### src/logic/ddr_defines.vh
// Purpose: constants for the dither routing control block
// Assumes: commands arrive as 4-bit code plus 16-bit data on a plain register port
// Notes: command codes double as register addresses
//
// Summary of operation
// RL1 - Select commands choose dither source per channel
// RL2 - Sources may reach none or any channel subset
// RL3 - At most one source per channel
// RL4 - Scale settings quarter, half, three quarters, full
// RL5 - Separate scale setting held per channel
// RL6 - Invert command flips dither phase per channel
// RL7 - Settings change anytime without reset
// RL8 - Monitor select routes one channel out
// RL9 - Zero monitor select disables the monitor
// RL10 - Outputs clamped until span command written
// RL11 - Host configures dither before writing span
// RL12 - Reset: no dither, full scale, no invert
`ifndef DDR_DEFINES_VH
`define DDR_DEFINES_VH

// ----------------------------------------------------------------
// Command codes (register addresses)
// ----------------------------------------------------------------
`define DDR_CMD_MONITOR 4'h0
`define DDR_CMD_SPAN 4'h4
`define DDR_CMD_SRC_FIRST 4'h9
`define DDR_CMD_SRC_SECOND 4'ha
`define DDR_CMD_INVERT 4'hb
`define DDR_CMD_SCALE_LO 4'hc
`define DDR_CMD_SCALE_HI 4'hd
`define DDR_CMD_STATUS 4'hf

// ----------------------------------------------------------------
// Field layout and reset values
// ----------------------------------------------------------------
`define DDR_MON_SEL_W 5
`define DDR_SPAN_W 4
`define DDR_SCALE_QUARTER 2'h0
`define DDR_SCALE_HALF 2'h1
`define DDR_SCALE_THREEQ 2'h2
`define DDR_SCALE_FULL 2'h3
`define DDR_RST_SCALE 32'hffffffff
`define DDR_RST_SRC 16'h0000
`define DDR_RST_INVERT 16'h0000
`define DDR_RST_MON 5'h00
`define DDR_RST_SPAN 4'h0

`endif

### src/logic/ddr_scale_unit.v
// Purpose: scales and optionally inverts one dither sample
// Assumes: samples are signed two's complement
// Notes: purely combinational
`timescale 1ns/1ps
`include "ddr_defines.vh"

module ddr_scale_unit #(
	parameter W = 12
) (
	input wire signed [W-1:0] sample_in,
	input wire [1:0] scale,
	input wire invert,
	output reg signed [W-1:0] sample_out
);

	// ----------------------------------------------------------------
	// Scaling by shifts
	// ----------------------------------------------------------------
	wire signed [W+1:0] wide = {{2{sample_in[W-1]}}, sample_in};
	wire signed [W+1:0] half = wide >>> 1;
	wire signed [W+1:0] quarter = wide >>> 2;
	reg signed [W+1:0] scaled;

	// Quarter steps from shift sums, avoiding a multiplier
	always @* begin
		case (scale)
			`DDR_SCALE_QUARTER: scaled = quarter; // RL4
			`DDR_SCALE_HALF: scaled = half; // RL4
			`DDR_SCALE_THREEQ: scaled = half + quarter; // RL4
			default: scaled = wide; // RL4
		endcase
		// Negation of the most negative sample saturates instead of wrapping
		if (invert) begin
			scaled = -scaled; // RL6
		end
		if (scaled > $signed({3'b000, {(W-1){1'b1}}})) begin
			sample_out = {1'b0, {(W-1){1'b1}}};
		end else begin
			sample_out = scaled[W-1:0];
		end
	end

endmodule

### src/logic/ddr_dither_control.v
// Purpose: per-channel dither routing, scale, inversion, monitor mux and clamp
// Assumes: dither inputs and DAC codes are already digital on sys_clk
// Notes: register write takes effect the cycle after the strobe
//
// Strobed register access and the register offsets are this design's own decisions.
`timescale 1ns/1ps
`include "ddr_defines.vh"

module ddr_dither_control #(
	parameter CH = 16,
	parameter W = 12
) (
	input wire sys_clk,
	input wire reset,
	input wire [3:0] addr,
	input wire [15:0] wdata,
	input wire wr,
	input wire rd,
	output reg [15:0] rdata,
	input wire [W-1:0] dither_input_first,
	input wire [W-1:0] dither_input_second,
	input wire [CH*W-1:0] dac_code,
	output reg [CH*W-1:0] dac_out,
	output reg [CH-1:0] out_clamp,
	output reg [W-1:0] monitor_out,
	output reg monitor_enable
);

	// ----------------------------------------------------------------
	// Configuration state
	// ----------------------------------------------------------------
	reg [CH-1:0] src_first;
	reg [CH-1:0] src_second;
	reg [CH-1:0] invert;
	reg [2*CH-1:0] scale;
	reg [`DDR_MON_SEL_W-1:0] monitor_channel_select;
	reg [`DDR_SPAN_W-1:0] span;
	reg span_written;

	// Writes apply live at any time; no mode change needed
	always @(posedge sys_clk) begin
		if (reset) begin
			src_first <= `DDR_RST_SRC; // RL12
			src_second <= `DDR_RST_SRC; // RL12
			invert <= `DDR_RST_INVERT; // RL12
			scale <= `DDR_RST_SCALE; // RL12
			monitor_channel_select <= `DDR_RST_MON; // RL12
			span <= `DDR_RST_SPAN;
			span_written <= 1'b0;
		end else if (wr) begin
			case (addr)
				`DDR_CMD_MONITOR: monitor_channel_select <= wdata[`DDR_MON_SEL_W-1:0]; // RL8
				`DDR_CMD_SPAN: begin
					span <= wdata[`DDR_SPAN_W-1:0];
					span_written <= 1'b1; // RL10
				end
				// Selecting one source drops the other on those channels
				`DDR_CMD_SRC_FIRST: begin
					src_first <= wdata; // RL1 RL2
					src_second <= src_second & ~wdata; // RL3
				end
				`DDR_CMD_SRC_SECOND: begin
					src_second <= wdata; // RL1 RL2
					src_first <= src_first & ~wdata; // RL3
				end
				`DDR_CMD_INVERT: invert <= wdata; // RL6 RL7
				`DDR_CMD_SCALE_LO: scale[15:0] <= wdata; // RL5 RL7
				`DDR_CMD_SCALE_HI: scale[31:16] <= wdata; // RL5 RL7
				default: ;
			endcase
		end
	end

	// ----------------------------------------------------------------
	// Read port, data one cycle after strobe
	// ----------------------------------------------------------------
	always @(posedge sys_clk) begin
		if (reset) begin
			rdata <= 16'h0000;
		end else if (rd) begin
			case (addr)
				`DDR_CMD_MONITOR: rdata <= {11'h000, monitor_channel_select};
				`DDR_CMD_SPAN: rdata <= {12'h000, span};
				`DDR_CMD_SRC_FIRST: rdata <= src_first;
				`DDR_CMD_SRC_SECOND: rdata <= src_second;
				`DDR_CMD_INVERT: rdata <= invert;
				`DDR_CMD_SCALE_LO: rdata <= scale[15:0];
				`DDR_CMD_SCALE_HI: rdata <= scale[31:16];
				`DDR_CMD_STATUS: rdata <= {15'h0000, span_written};
				default: rdata <= 16'h0000;
			endcase
		end else begin
			rdata <= 16'h0000;
		end
	end

	// ----------------------------------------------------------------
	// Per-channel dither path
	// ----------------------------------------------------------------
	wire [CH*W-1:0] scaled_dither;
	genvar g;
	generate
		for (g = 0; g < CH; g = g + 1) begin : gen_ch
			// Priority to the first source keeps the output single-sourced
			wire [W-1:0] chosen = src_first[g] ? dither_input_first : dither_input_second; // RL3
			ddr_scale_unit #(.W(W)) u_scale (
				.sample_in(chosen),
				.scale(scale[2*g+1:2*g]),
				.invert(invert[g]),
				.sample_out(scaled_dither[g*W +: W])
			);
		end
	endgenerate

	// Adds dither to the DAC code; wraps are the host's responsibility
	function [W-1:0] mix;
		input [W-1:0] code;
		input [W-1:0] dith;
		input en;
		begin
			mix = en ? code + dith : code;
		end
	endfunction

	// Outputs clamped to zero until the span is configured
	integer i;
	always @(posedge sys_clk) begin
		if (reset) begin
			dac_out <= {CH*W{1'b0}};
			out_clamp <= {CH{1'b1}};
		end else begin
			for (i = 0; i < CH; i = i + 1) begin
				if (!span_written) begin
					dac_out[i*W +: W] <= {W{1'b0}}; // RL10
				end else begin
					dac_out[i*W +: W] <= mix(dac_code[i*W +: W], scaled_dither[i*W +: W],
						src_first[i] | src_second[i]); // RL1
				end
			end
			out_clamp <= {CH{~span_written}}; // RL10
		end
	end

	// ----------------------------------------------------------------
	// Monitor multiplexer; select n+1 picks channel n, zero disables
	// ----------------------------------------------------------------
	wire [`DDR_MON_SEL_W-1:0] mon_idx = monitor_channel_select - 5'h01;
	always @(posedge sys_clk) begin
		if (reset) begin
			monitor_out <= {W{1'b0}};
			monitor_enable <= 1'b0;
		end else if (monitor_channel_select == 5'h00 || mon_idx >= CH) begin
			monitor_out <= {W{1'b0}}; // RL9
			monitor_enable <= 1'b0; // RL9
		end else begin
			monitor_out <= dac_out[mon_idx[3:0]*W +: W]; // RL8
			monitor_enable <= 1'b1; // RL8
		end
	end

endmodule

### config.mk
export PLATFORM = sky130hd
export DESIGN_NAME = ddr_dither_control
export DESIGN_NICKNAME = d
export VERILOG_FILES = /design/src/logic/ddr_scale_unit.v /design/src/logic/ddr_dither_control.v
export VERILOG_INCLUDE_DIRS = /design/src /design/src/logic
export SDC_FILE = /design/constraint.sdc
export NUM_CORES = 2
export LEC_CHECK = 0
export CAP_MARGIN = 5
export CORE_AREA = 3 3 321 323
export DETAILED_ROUTE_END_ITERATION = 8
export DIE_AREA = 0 0 324 326
export DONT_BUFFER_PORTS = 1
export HOLD_SLACK_MARGIN = 0.08
export SYNTH_ARGS = -nofsm -noshare
export SYNTH_HDL_FRONTEND = slang
export SYNTH_SLANG_ARGS = --single-unit
export TNS_END_PERCENT = 20
### constraint.sdc
create_clock -name sys_clk -period 10.9 [get_ports sys_clk]
set_input_delay 1.09 -clock sys_clk [delete_from_list [all_inputs] [get_ports sys_clk]]
set_output_delay 1.09 -clock sys_clk [all_outputs]
set_load 0.05 [all_outputs]
==> results.json <==
{
  "run_status": "completed",
  "grt.total_usage_pct": 28.9,
  "drt.antenna.violating_nets": 0,
  "final_cells": 6403,
  "syn2layout_area_growth_pct": 5.56,
  "setup.reg_to_reg.worst_slack_ns": 3.38,
  "fin_ws_ns": 3.38,
  "ctsHoldBuffers": 0,
  "die-width_um": 324,
  "irDropWorstVdd_uv": 95.9,
  "asyncSetResetFlopFracSynth_pct": 0,
  "hpwl_mm": 125,
  "global_route.overflow_total": 0,
  "final_max_slew_viol_count": 0,
  "synth_enable_flop_cells": 0,
  "r2r-start": "src_first[1]",
  "synth_area_per_cell_sq_um": 7.60,
  "rsz0062_at_grt": "no",
  "first_global_vias": 36200,
  "cpMaxStageDelayCell": "dfxtp_1",
  "finish.net_count": 5706,
  "pre_cts_ws_ns": 3.31,
  "synth.lib_cells_used.distinct": 90,
  "cts.clk_slew.worst_paths_ns": 0.07,
  "grt_antenna_before_repair": 12,
  "cpMostUsedCell": "o41ai_1",
  "timing.critical_path.fanout_max": 16,
  "postPlaceCellArea_sq_mm": 0.0410,
  "totalNegativeSetupSlack_ns": 0,
  "synthesis.area_sq_mm": 0.0402,
  "count_of_mapped_cells_out_of_synthesis": 5287,
  "hp-class": "register to register",
  "synth_seq_cells": 312,
  "clk_root_buffer_cell": "clkbuf_16",
  "cap_viol_max_count": 0,
  "detail_route.iter0.violations": 3720,
  "yosys_most_used_dff": "dfxtp_1",
  "route.detailed.vias_per_inst": 6.21,
  "clock_tree.htree_level_count": 2,
  "setup-violations-final": 0,
  "route.detailed.drc": 0,
  "setup.worst_path.start": "src_first[1]",
  "endpoint": "dac_out[23]",
  "synthesis.yosys.warnings": 0,
  "i_o_pin_total": 477,
  "drt-total-wl_mm": 160,
  "cts_inserted_buffers": 42,
  "worst-endpoint-arrival_ns": 8.02,
  "p_leak_nw": 16.9,
  "finalHoldViolations": 0,
  "grt_pass1_wl_mm": 234,
  "required_ns": 11.40,
  "num-fill-cells": 10100,
  "synth.net_count": 5929,
  "timing_worst_setup_path_type": "register to register",
  "cts_tree": "built",
  "period_utilization_pct": 69.0,
  "crit_buf_inv": 0,
  "first_pass_iters": 8,
  "worst_setup_path_end_kind": "register",
  "worst_skew_pair.late_latency_ns": 0.63,
  "cts_max_path_buffers": 3,
  "power-per-cell-area_mw_per_mm2": 97.9,
  "core_sq_mm": 0.100,
  "setup_fix_buffers_added_after_clock_tree_synthesis": 0,
  "critPathMaxStageDelay_ns": 0.78,
  "min_period_ns": 7.52,
  "rr_worst_depth": 22,
  "placementRows": 116,
  "drive_gt1_share_pct": 8.26,
  "pin_count_of_the_biggest_net_entering_global_routing": 89,
  "measured_slew_at_the_worst_slew_check_pin_ns": 1.28,
  "die_height_um": 326,
  "starting_density_of_the_core_pct": 40.1,
  "gpl.final_weighted_congestion": 0.961,
  "cts_resized": 0,
  "critical_path.top_delay_family": "compound AO/OA/AOI/OAI gates",
  "start_kind": "register",
  "wl_per_cell_um": 25.0,
  "worstReg2RegEnd": "dac_out[23]",
  "clock_sink_total": 312,
  "synth_seq_area_share_pct": 15.5,
  "buffer_ports.inserted": 0,
  "maxSlewHeadroom_pct": 14.6,
  "vias": 39800,
  "dieArea_sq_mm": 0.106,
  "finClkSkew_ns": 0.0344,
  "critical_path.cell_chain": "mux2_2, ha_1, fa_1, a211o_1, o211ai_1, a21boi_0, o41ai_1, xor2_1, a221oi_1, nor4_1, o21ai_0, nand2_1, ha_1, a21o_1, a21o_1, a2111oi_0, o31ai_1, o41ai_1, nor2_1, a41oi_1, o41ai_1, nand4b_1",
  "timing.fmax_mhz": 133,
  "place_inst": 6317,
  "path_depth": 22,
  "postLayoutCellArea_sq_mm": 0.0424
}
-- state kept, by name, summed over array words and instances, names as in the netlist --
signal,count
dac_out,192
scale,32
invert,16
rdata,16
src_first,16
src_second,16
monitor_out,12
monitor_channel_select,5
span,4
monitor_enable,1
out_clamp,1
span_written,1
-- where the power goes --
part	leakage, nW	switching, mW	internal, mW
logic	13.7	0.844	0.643
clock network	0.699	0.616	0.843
registers	2.52	0.0560	1.15
total	16.9	1.52	2.64
-- cell usage in the layout, fill, tap and decap left out, types with 147 or more instances in the layout --
master,Yosys,final
nand2_1,673,673
nor2_1,460,458
a21oi_1,372,372
ha_1,370,369
o21ai_0,311,311
dfxtp_1,312,310
inv_1,208,207
mux2i_1,187,187
xnor2_1,183,181
nand3_1,155,155
xor2_1,147,147
-- per-layer routing --
layer  global-route usage (%)  wire [um]  vias up
li1                         -          -    19000
met1                     36.7      65400    18700
met2                     44.6      69400     1725
met3                     10.3      18500      321
met4                     11.0       6630       10
met5                        0         67        -
-- metrics by stage --
step,total power [mW],hold slack [ns],util [%]
floorplan,2.42,0.443,-
global placement,2.68,0.472,40.9
detailed placement,2.69,0.485,40.9
CTS,4.16,0.499,42.3
global route,4.40,0.518,42.3
finish,4.15,0.499,42.4
-- worst min-delay path by stage --
stage | startpoint | end | cells past startpoint
detailed placement | span[0] | span[0] | 2
floorplan | span_written | span_written | 2
CTS | span[0] | span[0] | 2
finish | span[2] | span[2] | 2
global placement | span[2] | span[2] | 2
global route | span[2] | span[2] | 2
-- worst register-to-register path, stage by stage (launching register included) --
cell and delay, ns:
dfxtp_1 0.78, mux2_2 0.48, ha_1 0.26, fa_1 0.41, a211o_1 0.29, o211ai_1 0.16, a21boi_0 0.17, o41ai_1 0.58
xor2_1 0.14, a221oi_1 0.61, nor4_1 0.11, o21ai_0 0.39, nand2_1 0.25, ha_1 0.33, a21o_1 0.15, a21o_1 0.21
a2111oi_0 0.58, o31ai_1 0.21, o41ai_1 0.71, nor2_1 0.11, a41oi_1 0.19, o41ai_1 0.09, nand4b_1 0.20
-- synthesized netlist by cell type (all sizes together), types with 16 or more instances --
cell	n	area, sq um
a211o	23	201
a211oi	113	848
a21o	74	556
a21oi	373	1870
a22o	21	184
a22oi	27	203
a31oi	59	369
and2	39	244
and3	39	244
buf	45	236
clkbuf	260	976
dfxtp	312	6250
fa	32	641
ha	370	4630
inv	210	788
mux2	121	1370
mux2i	187	1870
mux4	107	2410
nand2	673	2530
nand2b	58	363
nand3	155	776
nand4	19	119
nand4b	17	149
nor2	460	1730
nor2b	75	469
nor3	141	706
nor3b	19	143
nor4	30	188
nor4b	31	272
o211ai	66	495
o21a	42	315
o21ai	313	1570
o21bai	28	210
o22ai	18	113
o31ai	42	315
o41ai	16	140
or2	43	269
or3	52	325
or4b	17	170
xnor2	183	1600
xor2	147	1290
-- cells by family after synthesis --
group,synth area share [%]
mux,14.1
compound gates,22.4
xor+xnor,7.19
simple gates,22.6
flops,15.5
buf+inv,5.04
fa+ha+maj,13.1
-- final cells by class --
cell class                      instances  area [sq um]  share of cell area, %
Antenna cell                            8          20.0                 0.0472
Clock buffer                           55          1210                   2.86
Clock inverter                         22           214                  0.504
Inverter                              217           820                   1.93
Multi-Input combinational cell       4453         32000                   75.4
Sequential cell                       312          6250                   14.7
Tap cell                             1298          1620                   3.83
Timing Repair Buffer                   38           309                  0.729
No activity file was read; power rests on OpenSTA's default activity.
